==> src/dtp_pkg.sv <==
package dtp_pkg;

	// ----------------------------------------
	// Timing
	// ----------------------------------------
	localparam int unsigned CLK_MHZ = 250;
	localparam int unsigned NV_WRITE_US = 5000;
	localparam int unsigned NV_WRITE_MAX_US = 10000;
	localparam int unsigned NV_WRITE_CYC = NV_WRITE_US * CLK_MHZ;
	localparam int unsigned NV_WRITE_MAX_CYC = NV_WRITE_MAX_US * CLK_MHZ;
	localparam int NV_CNT_W = 22;

	// ----------------------------------------
	// Widths and reset values
	// ----------------------------------------
	localparam int WIPER_W = 6;
	localparam int TAPS = 64;
	localparam int PRESETS = 4;
	localparam int SYNC_W = 6;
	localparam logic [3:0] BYTE_BITS = 4'h8;
	localparam logic [5:0] WIPER_MAX = 6'h3F;
	localparam logic [5:0] WIPER_MIN = 6'h00;
	localparam logic [5:0] PRESET_RESET = 6'h00;
	localparam logic [5:0] LINE_IDLE = 6'h31;
	// Arbitrary identity value, not a real part code
	localparam logic [3:0] DEV_TYPE_DEFAULT = 4'hA;
	localparam logic ADDR_BIT1_DEFAULT = 1'h0;

	// ----------------------------------------
	// Instruction byte layout and opcodes
	// ----------------------------------------
	localparam int OP_MSB = 7;
	localparam int OP_LSB = 4;
	localparam int SEL_MSB = 3;
	localparam int SEL_LSB = 2;
	localparam logic [3:0] OP_RD_WIPER = 4'h9;
	localparam logic [3:0] OP_WR_WIPER = 4'hA;
	localparam logic [3:0] OP_RD_PRESET = 4'hB;
	localparam logic [3:0] OP_WR_PRESET = 4'hC;
	localparam logic [3:0] OP_XFR_P2W = 4'hD;
	localparam logic [3:0] OP_XFR_W2P = 4'hE;
	localparam logic [3:0] OP_INCDEC = 4'h2;

	// ----------------------------------------
	// Types
	// ----------------------------------------
	typedef enum logic [3:0] {
		ST_IDLE = 4'h0,
		ST_ADDR = 4'h1,
		ST_ADDR_ACK = 4'h2,
		ST_CMD = 4'h3,
		ST_CMD_ACK = 4'h4,
		ST_DATA = 4'h5,
		ST_DATA_ACK = 4'h6,
		ST_TX = 4'h7,
		ST_TX_ACK = 4'h8,
		ST_INCDEC = 4'h9,
		ST_IGNORE = 4'hA
	} dtp_state_t;

	typedef struct packed {
		logic scl;
		logic sda;
		logic scl_rise;
		logic scl_fall;
		logic start;
		logic stop;
		logic [2:0] strap;
		logic wp_n;
	} dtp_line_t;

	typedef struct packed {
		logic [1:0] sel;
		logic [5:0] data;
	} dtp_nv_req_t;

endpackage

==> src/dtp_line_sync.sv <==
`timescale 1ns/100ps
`default_nettype none
module dtp_line_sync
	import dtp_pkg::*;
(
	input wire logic clk_sys_i,
	input wire logic rst_i,
	input wire logic scl_i,
	input wire logic sda_i,
	input wire logic [2:0] addr_strap_inputs_i,
	input wire logic wp_n_i,
	output dtp_line_t line_o
);

	logic [SYNC_W-1:0] meta_r;
	logic [SYNC_W-1:0] meta_nxt;
	logic [SYNC_W-1:0] sync_r;
	logic [SYNC_W-1:0] sync_nxt;
	logic [1:0] prev_r;
	logic [1:0] prev_nxt;

	// ----------------------------------------
	// Two-stage synchroniser, then history
	// ----------------------------------------
	always_comb begin
		meta_nxt = {scl_i, sda_i, addr_strap_inputs_i, wp_n_i};
		sync_nxt = meta_r;
		prev_nxt = sync_r[5:4];
	end

	always_ff @(posedge clk_sys_i) begin
		if (rst_i) begin
			meta_r <= LINE_IDLE;
			sync_r <= LINE_IDLE;
			prev_r <= 2'h3;
		end else begin
			meta_r <= meta_nxt;
			sync_r <= sync_nxt;
			prev_r <= prev_nxt;
		end
	end

	// Start/stop need the clock high on both samples
	always_comb begin
		line_o.scl = sync_r[5];
		line_o.sda = sync_r[4];
		line_o.strap = sync_r[3:1];
		line_o.wp_n = sync_r[0];
		line_o.scl_rise = sync_r[5] & ~prev_r[1];
		line_o.scl_fall = ~sync_r[5] & prev_r[1];
		line_o.start = sync_r[5] & prev_r[1] & prev_r[0] & ~sync_r[4];
		line_o.stop = sync_r[5] & prev_r[1] & ~prev_r[0] & sync_r[4];
	end

endmodule
`default_nettype wire

==> src/dtp_tap_decode.sv <==
`timescale 1ns/100ps
`default_nettype none
module dtp_tap_decode
	import dtp_pkg::*;
(
	input wire logic clk_sys_i,
	input wire logic rst_i,
	input wire logic [WIPER_W-1:0] wiper_i,
	output logic [TAPS-1:0] tap_sel_o
);

	logic [TAPS-1:0] tap_nxt;

	function automatic logic [TAPS-1:0] onehot(input logic [WIPER_W-1:0] pos);
		logic [TAPS-1:0] v;
		v = '0;
		v[pos] = 1'b1;
		return v;
	endfunction

	always_comb begin
		tap_nxt = onehot(wiper_i);
	end

	// Reset value still selects exactly one switch
	always_ff @(posedge clk_sys_i) begin
		if (rst_i) begin
			tap_sel_o <= onehot(WIPER_MIN);
		end else begin
			tap_sel_o <= tap_nxt;
		end
	end

endmodule
`default_nettype wire

==> src/dtp_slave.sv <==
`timescale 1ns/100ps
`default_nettype none
module dtp_slave
	import dtp_pkg::*;
#(
	parameter int unsigned NV_WRITE_CYCLES = NV_WRITE_CYC,
	parameter logic [3:0] DEV_TYPE_ID = DEV_TYPE_DEFAULT,
	parameter logic ADDR_BIT1 = ADDR_BIT1_DEFAULT
)
(
	input wire logic clk_sys_i,
	input wire logic rst_i,
	input wire logic scl_i,
	input wire logic sda_i,
	output logic sda_o,
	output logic sda_oe_n_o,
	input wire logic [2:0] addr_strap_inputs_i,
	input wire logic wp_n_i,
	output logic [WIPER_W-1:0] wiper_o,
	output logic [TAPS-1:0] tap_sel_o,
	output logic nv_busy_o
);

	// ----------------------------------------
	// Declarations
	// ----------------------------------------
	dtp_line_t line;
	dtp_state_t state_r;
	dtp_state_t state_nxt;
	logic [3:0] cnt_r;
	logic [3:0] cnt_nxt;
	logic [7:0] shift_r;
	logic [7:0] shift_nxt;
	logic [7:0] tx_r;
	logic [7:0] tx_nxt;
	logic drive_r;
	logic drive_nxt;
	logic [3:0] op_r;
	logic [3:0] op_nxt;
	logic [1:0] sel_r;
	logic [1:0] sel_nxt;

	logic ev_wiper_wr;
	logic ev_xfr;
	logic ev_nv;
	logic ev_step;
	logic ev_up;
	logic [WIPER_W-1:0] ev_data;
	logic addr_hit;

	logic [WIPER_W-1:0] wiper_r;
	logic [WIPER_W-1:0] wiper_nxt;
	logic [WIPER_W-1:0] preset_r [PRESETS];
	logic [WIPER_W-1:0] preset_nxt [PRESETS];
	logic pend_r;
	logic pend_nxt;
	dtp_nv_req_t req_r;
	dtp_nv_req_t req_nxt;
	logic busy_r;
	logic busy_nxt;
	logic [NV_CNT_W-1:0] timer_r;
	logic [NV_CNT_W-1:0] timer_nxt;
	logic recall_r;
	logic recall_nxt;

	function automatic logic op_known(input logic [3:0] op);
		case (op)
			OP_RD_WIPER, OP_WR_WIPER, OP_RD_PRESET, OP_WR_PRESET,
			OP_XFR_P2W, OP_XFR_W2P, OP_INCDEC: op_known = 1'b1;
			default: op_known = 1'b0;
		endcase
	endfunction

	// ----------------------------------------
	// Pin synchronisers and tap decoder
	// ----------------------------------------
	dtp_line_sync u_sync (
		.clk_sys_i(clk_sys_i),
		.rst_i(rst_i),
		.scl_i(scl_i),
		.sda_i(sda_i),
		.addr_strap_inputs_i(addr_strap_inputs_i),
		.wp_n_i(wp_n_i),
		.line_o(line)
	);

	dtp_tap_decode u_decode (
		.clk_sys_i(clk_sys_i),
		.rst_i(rst_i),
		.wiper_i(wiper_r),
		.tap_sel_o(tap_sel_o)
	);

	// ----------------------------------------
	// Address compare
	// ----------------------------------------
	// Busy write makes polls go unanswered
	always_comb begin
		addr_hit = (shift_r[7:4] == DEV_TYPE_ID)
			&& (shift_r[3:0] == {line.strap[2], line.strap[1], ADDR_BIT1, line.strap[0]})
			&& !busy_r;
	end

	// ----------------------------------------
	// Serial protocol engine
	// ----------------------------------------
	always_comb begin
		state_nxt = state_r;
		cnt_nxt = cnt_r;
		shift_nxt = shift_r;
		tx_nxt = tx_r;
		drive_nxt = drive_r;
		op_nxt = op_r;
		sel_nxt = sel_r;
		ev_wiper_wr = 1'b0;
		ev_xfr = 1'b0;
		ev_nv = 1'b0;
		ev_step = 1'b0;
		ev_up = 1'b0;
		ev_data = wiper_r;
		if (line.stop) begin
			state_nxt = ST_IDLE;
			drive_nxt = 1'b0;
		end else if (line.start) begin
			state_nxt = ST_ADDR;
			cnt_nxt = 4'h0;
			drive_nxt = 1'b0;
		end else begin
			case (state_r)
				ST_ADDR, ST_CMD, ST_DATA: begin
					if (line.scl_rise && cnt_r != BYTE_BITS) begin
						shift_nxt = {shift_r[6:0], line.sda};
						cnt_nxt = cnt_r + 4'h1;
					end else if (line.scl_fall && cnt_r == BYTE_BITS) begin
						cnt_nxt = 4'h0;
						if (state_r == ST_ADDR) begin
							if (addr_hit) begin
								drive_nxt = 1'b1;
								state_nxt = ST_ADDR_ACK;
							end else begin
								state_nxt = ST_IGNORE;
							end
						end else if (state_r == ST_CMD) begin
							if (op_known(shift_r[OP_MSB:OP_LSB])) begin
								drive_nxt = 1'b1;
								op_nxt = shift_r[OP_MSB:OP_LSB];
								sel_nxt = shift_r[SEL_MSB:SEL_LSB];
								state_nxt = ST_CMD_ACK;
							end else begin
								state_nxt = ST_IGNORE;
							end
						end else begin
							drive_nxt = 1'b1;
							state_nxt = ST_DATA_ACK;
						end
					end
				end
				ST_ADDR_ACK: begin
					if (line.scl_fall) begin
						drive_nxt = 1'b0;
						state_nxt = ST_CMD;
					end
				end
				ST_CMD_ACK: begin
					if (line.scl_fall) begin
						drive_nxt = 1'b0;
						state_nxt = ST_IGNORE;
						case (op_r)
							OP_RD_WIPER, OP_RD_PRESET: begin
								tx_nxt = {2'h0, (op_r == OP_RD_WIPER) ? wiper_r : preset_r[sel_r]};
								drive_nxt = ~tx_nxt[7];
								cnt_nxt = 4'h1;
								state_nxt = ST_TX;
							end
							OP_WR_WIPER, OP_WR_PRESET: begin
								state_nxt = ST_DATA;
							end
							OP_XFR_P2W: begin
								ev_xfr = 1'b1;
							end
							OP_XFR_W2P: begin
								ev_nv = 1'b1;
								ev_data = wiper_r;
							end
							OP_INCDEC: begin
								state_nxt = ST_INCDEC;
							end
							default: begin
								state_nxt = ST_IGNORE;
							end
						endcase
					end
				end
				ST_DATA_ACK: begin
					if (line.scl_fall) begin
						drive_nxt = 1'b0;
						state_nxt = ST_IGNORE;
						ev_data = shift_r[WIPER_W-1:0];
						if (op_r == OP_WR_WIPER) begin
							ev_wiper_wr = 1'b1;
						end else begin
							ev_nv = 1'b1;
						end
					end
				end
				ST_TX: begin
					if (line.scl_fall) begin
						if (cnt_r == BYTE_BITS) begin
							drive_nxt = 1'b0;
							state_nxt = ST_TX_ACK;
						end else begin
							tx_nxt = {tx_r[6:0], 1'b0};
							drive_nxt = ~tx_nxt[7];
							cnt_nxt = cnt_r + 4'h1;
						end
					end
				end
				ST_TX_ACK: begin
					// One byte per read; more clocks are ignored
					if (line.scl_fall) begin
						state_nxt = ST_IGNORE;
					end
				end
				ST_INCDEC: begin
					if (line.scl_rise) begin
						ev_step = 1'b1;
						ev_up = line.sda;
					end
				end
				default: begin
					drive_nxt = 1'b0;
				end
			endcase
		end
	end

	always_ff @(posedge clk_sys_i) begin
		if (rst_i) begin
			state_r <= ST_IDLE;
			cnt_r <= 4'h0;
			shift_r <= 8'h00;
			tx_r <= 8'h00;
			drive_r <= 1'b0;
			op_r <= 4'h0;
			sel_r <= 2'h0;
		end else begin
			state_r <= state_nxt;
			cnt_r <= cnt_nxt;
			shift_r <= shift_nxt;
			tx_r <= tx_nxt;
			drive_r <= drive_nxt;
			op_r <= op_nxt;
			sel_r <= sel_nxt;
		end
	end

	// ----------------------------------------
	// Wiper, presets and nonvolatile write
	// ----------------------------------------
	always_comb begin
		wiper_nxt = wiper_r;
		preset_nxt = preset_r;
		pend_nxt = pend_r;
		req_nxt = req_r;
		busy_nxt = busy_r;
		timer_nxt = timer_r;
		recall_nxt = 1'b0;
		if (recall_r) begin
			wiper_nxt = preset_r[0];
		end
		if (ev_wiper_wr) begin
			wiper_nxt = ev_data;
		end
		if (ev_xfr) begin
			wiper_nxt = preset_r[sel_r];
		end
		if (ev_step) begin
			if (ev_up && wiper_r != WIPER_MAX) begin
				wiper_nxt = wiper_r + 6'h01;
			end else if (!ev_up && wiper_r != WIPER_MIN) begin
				wiper_nxt = wiper_r - 6'h01;
			end
		end
		// Commit waits for stop so an aborted frame writes nothing
		if (ev_nv) begin
			pend_nxt = 1'b1;
			req_nxt.sel = sel_r;
			req_nxt.data = ev_data;
		end else if (line.start) begin
			pend_nxt = 1'b0;
		end else if (line.stop) begin
			pend_nxt = 1'b0;
			if (pend_r && line.wp_n) begin
				busy_nxt = 1'b1;
				timer_nxt = NV_CNT_W'(NV_WRITE_CYCLES - 1);
			end
		end
		if (busy_r) begin
			if (timer_r == '0) begin
				busy_nxt = 1'b0;
				preset_nxt[req_r.sel] = req_r.data;
			end else begin
				timer_nxt = timer_r - NV_CNT_W'(1);
			end
		end
	end

	always_ff @(posedge clk_sys_i) begin
		if (rst_i) begin
			wiper_r <= WIPER_MIN;
			for (int i = 0; i < PRESETS; i++) begin
				preset_r[i] <= PRESET_RESET;
			end
			pend_r <= 1'b0;
			req_r <= '0;
			busy_r <= 1'b0;
			timer_r <= '0;
			recall_r <= 1'b1;
		end else begin
			wiper_r <= wiper_nxt;
			preset_r <= preset_nxt;
			pend_r <= pend_nxt;
			req_r <= req_nxt;
			busy_r <= busy_nxt;
			timer_r <= timer_nxt;
			recall_r <= recall_nxt;
		end
	end

	// ----------------------------------------
	// Outputs
	// ----------------------------------------
	// Open drain: only ever pulls low
	assign sda_o = 1'b0;
	assign sda_oe_n_o = ~drive_r;
	assign wiper_o = wiper_r;
	assign nv_busy_o = busy_r;

endmodule
`default_nettype wire

==> config.mk <==
export PLATFORM = sky130hd
export DESIGN_NAME = dtp_slave
export DESIGN_NICKNAME = d
export VERILOG_FILES = /design/src/dtp_pkg.sv /design/src/dtp_line_sync.sv /design/src/dtp_tap_decode.sv /design/src/dtp_slave.sv
export SDC_FILE = /design/constraint.sdc
export NUM_CORES = 1
export LEC_CHECK = 0
export BUFFER_PORTS_ARGS = -buffer_cell sky130_fd_sc_hd__buf_4
export CORE_UTILIZATION = 41
export DETAILED_ROUTE_END_ITERATION = 12
export PLACE_DENSITY = 0.64
export SYNTH_ARGS = -nofsm -noshare
export SYNTH_HDL_FRONTEND = slang
export SYNTH_SLANG_ARGS = --single-unit
==> constraint.sdc <==
create_clock -name clk_sys_i -period 5.5 [get_ports clk_sys_i]
set_clock_uncertainty 0.15 [all_clocks]
set_input_delay 1.1 -clock clk_sys_i [delete_from_list [all_inputs] [get_ports clk_sys_i]]
set_output_delay 1.1 -clock clk_sys_i [all_outputs]
set_load 0.01 [all_outputs]
==> summary.txt <==
Outcome
  • Status: complete, no violations

Clocking
  • Cts repair resizes: 0
  • Max Buffers Root-to-Sink: 2
  • Clock-pin transition on the worst setup and hold timing paths: 0.08 ns
  • Post-CTS Setup Repair Bufs: 0
  • CTS sink cnt: 171
  • Clk root buf: clkbuf_16
  • Worst skew pair latency: 0.44 ns
  • CTS tree: done
  • H-tree depth: 4
  • # hold bufs at CTS: 0
  • CTS Buf Count: 17

Final layout
  • Layout cells sized above 1: 19.35%
  • Most frequent cells in the layout: dfxtp_1 (171), nor2_1 (147), buf_4 (82), mux2i_1 (60), nand2_1 (47)
  • Multi-input gate area: 3605 um^2
  • Nets@finish: 859
  • Util after Layout: 49.66%
  • Non-Filler Instances: 1083
  • Antenna Cells: 0
  • Layout area overhead: 17.84%
  • Fill count: 1604
  • Most common cell after layout, fill and taps aside: dfxtp_1
  • Seq. cell area: 3423 um^2

Synthesis
  • Flops & latches, synth: 171
  • Synth top area share: 46.80%
  • Synth warn: 0
  • Yosys top cell by area: dfxtp_1
  • Synth area leaders: dfxtp_1 (47%), mux2i_1 (8.2%), nor2_1 (7.5%)
  • Mapped Nets: 806
  • Synthesized area: 7315 um^2
  • Asr flop ratio synth: 0%
  • Sequential element share of the synthesized area: 46.80%
  • Cells after Synth: 792
  • Post-synth EDFFs: 0
  • Count of different cell masters after synthesis: 73
  • Syn avg cell area: 9.235 um^2
  • Ys flop type: dfxtp_1

Power
  • VDD IR max: 210.3 uV
  • Pleak: 3.395 nW
  • Pwr dens: 291.0 nW/um^2

Global route
  • Pin count of the biggest net entering global routing: 57
  • Vias in the first global route: 5143
  • Global route total overflow: 0
  • Initial antenna violation count: 0
  • Tot GR Track Use: 19.11%
  • First-pass GRT wire length: 27.51 mm

Setup path
  • Crit path cell chain: nor4b_1 -> a41oi_1 -> nor3_2 -> mux2i_1 -> nor2_1
  • Critical path data required time: 5.66 ns
  • CP Launch Type: flop
  • Setup Crit Path Kind: flop to flop
  • Crit. End Element: flop
  • Critical path's top delay family: simple AND/OR/NAND/NOR gates
  • CP max FO: 15
  • WP buf/inv: 0
  • CP peak stage delay: 0.83 ns
  • Slowest cell on the critical path: nor3_2
  • CP arrival: 3.00 ns

Route
  • Via density: 5.317
  • Routed WL: 16.99 mm
  • Violation count after the first detailed-route iteration: 543
  • Router iterations before antenna repair: 5
  • Routed via count: 5758
  • Post-DR wirelength/cell: 15.69 um
  • DRC violations left: 0
  • Post-DRT Antenna Nets: 0

Timing
  • Fmax: 0.3520 GHz
  • Fin. Hold Viols: 0
  • Slew HR: 33.00%
  • Final setup fails: 0
  • Total Negative Setup Slacks: 0 ns
  • Measured slew at the worst slew-check pin: 0.9995 ns
  • Minimum clock period: 2.841 ns
  • Unrepaired setup endpoints after global routing: no
  • Crit share post-route: 51.65%
  • Max-slew violation count: 0

Floorplanning
  • I/O pin count: 81
  • Die width: 135.6 um
  • # rows: 48
  • Core area: 17360 um^2
  • Initial Util: 42.14%
  • Die area: 18380 um^2
  • Die Ht: 135.6 um

Min path
  • Hold Path Class: flop to flop

Place
  • I/O Buffers: 79
  • Post-DP HPWL: 11.80 mm
  • GPL Wtd Cong: 0.8524
  • Placed cell count: 1051

Run
  • Max Cap Viol: 0
## power breakdown
group          switching, mW  total, mW  internal [mW]  leakage [nW]
Sequential           0.00574       1.25           1.24          1.38
Clock                  0.598       1.22          0.624         0.300
Combinational         0.0248     0.0384         0.0136          1.72
Total                  0.629       2.51           1.88          3.40
## flip-flops by register name, summed over array words and instances, names as in the netlist
register and count:
cnt_r 4, drive_r 1, nv_busy_o 1, op_r 4, pend_r 1, preset_r 24
recall_r 1, req_r 8, sel_r 2, shift_r 8, state_r 4, timer_r 22
tx_r 7, u_decode.tap_sel_o 64, u_sync.meta_r 6, u_sync.prev_r 2, u_sync.sync_r 6, wiper_o 6
## metrics by stage
| stage | worst slack, ns | area, um^2 | power, mW | hold slack (ns) |
|---|---|---|---|---|
| final | 2.659 | 8620 | 2.508 | 0.2573 |
| after floorplan | 2.933 | 7315 | 1.303 | 0.2395 |
| after global placement | 2.608 | 8008 | 1.316 | 0.2417 |
| after global routing | 2.245 | 8620 | 2.595 | 0.2735 |
| after CTS | 2.633 | 8620 | 2.535 | 0.2570 |
| after detailed placement | 2.573 | 8008 | 1.316 | 0.2429 |
## path summary, 6_finish.rpt
| kind | start | to | slack, ns | cells past startpoint |
|---|---|---|---|---|
| setup / recovery | state_r[2] | req_r[7] | 2.66 | 5 |
| hold / removal | u_sync.meta_r[5] | u_sync.sync_r[5] | 0.26 | 1 |
| hold reg to reg | u_sync.meta_r[5] | u_sync.sync_r[5] | 0.26 | 1 |
| setup reg to reg | state_r[2] | req_r[7] | 2.66 | 5 |
## layout make-up
cell class              instances  area share (%)
flip-flops and latches        171           39.72
inverters                      22          0.9580
clock buffers                  17           4.935
multi-input cells             551           41.82
clock inverters                15           2.163
repair buffers                 82           7.142
well taps                     225           3.266
## cell families (layout without fill, tap and decap cells)
kind of cell / after synthesis / in the layout / synth area share, %
buffers and inverters: 70 / 136 / 3.986
AOI/OAI and AO/OA: 132 / 132 / 12.80
and+or+nand+nor: 327 / 327 / 22.44
DFF: 171 / 171 / 46.80
adders and majority gates: 6 / 6 / 1.026
muxes: 75 / 75 / 11.70
xor gates and xnor gates: 10 / 10 / 1.197
other: 1 / 1 / 0.05127
## synthesized netlist by cell type (all sizes together) (16+ instances only)
master,number
nor2,147
a21oi,23
a211oi,16
dfxtp,171
o21ai,27
nand2,47
mux2i,60
nand3,23
nor3,19
clkbuf,39
inv,21
## per-layer routing
| metal | vias up | track usage [%] | part of all wire (%) |
|---|---|---|---|
| met1 | 2698 | 27.57 | 50 |
| li1 | 2904 | - | - |
| met4 | 0 | 6.617 | 1.4 |
| met2 | 141 | 28.34 | 45 |
| met3 | 15 | 3.442 | 3.9 |
| met5 | - | 0 | 0 |
No activity file was read; power rests on OpenSTA's default activity.
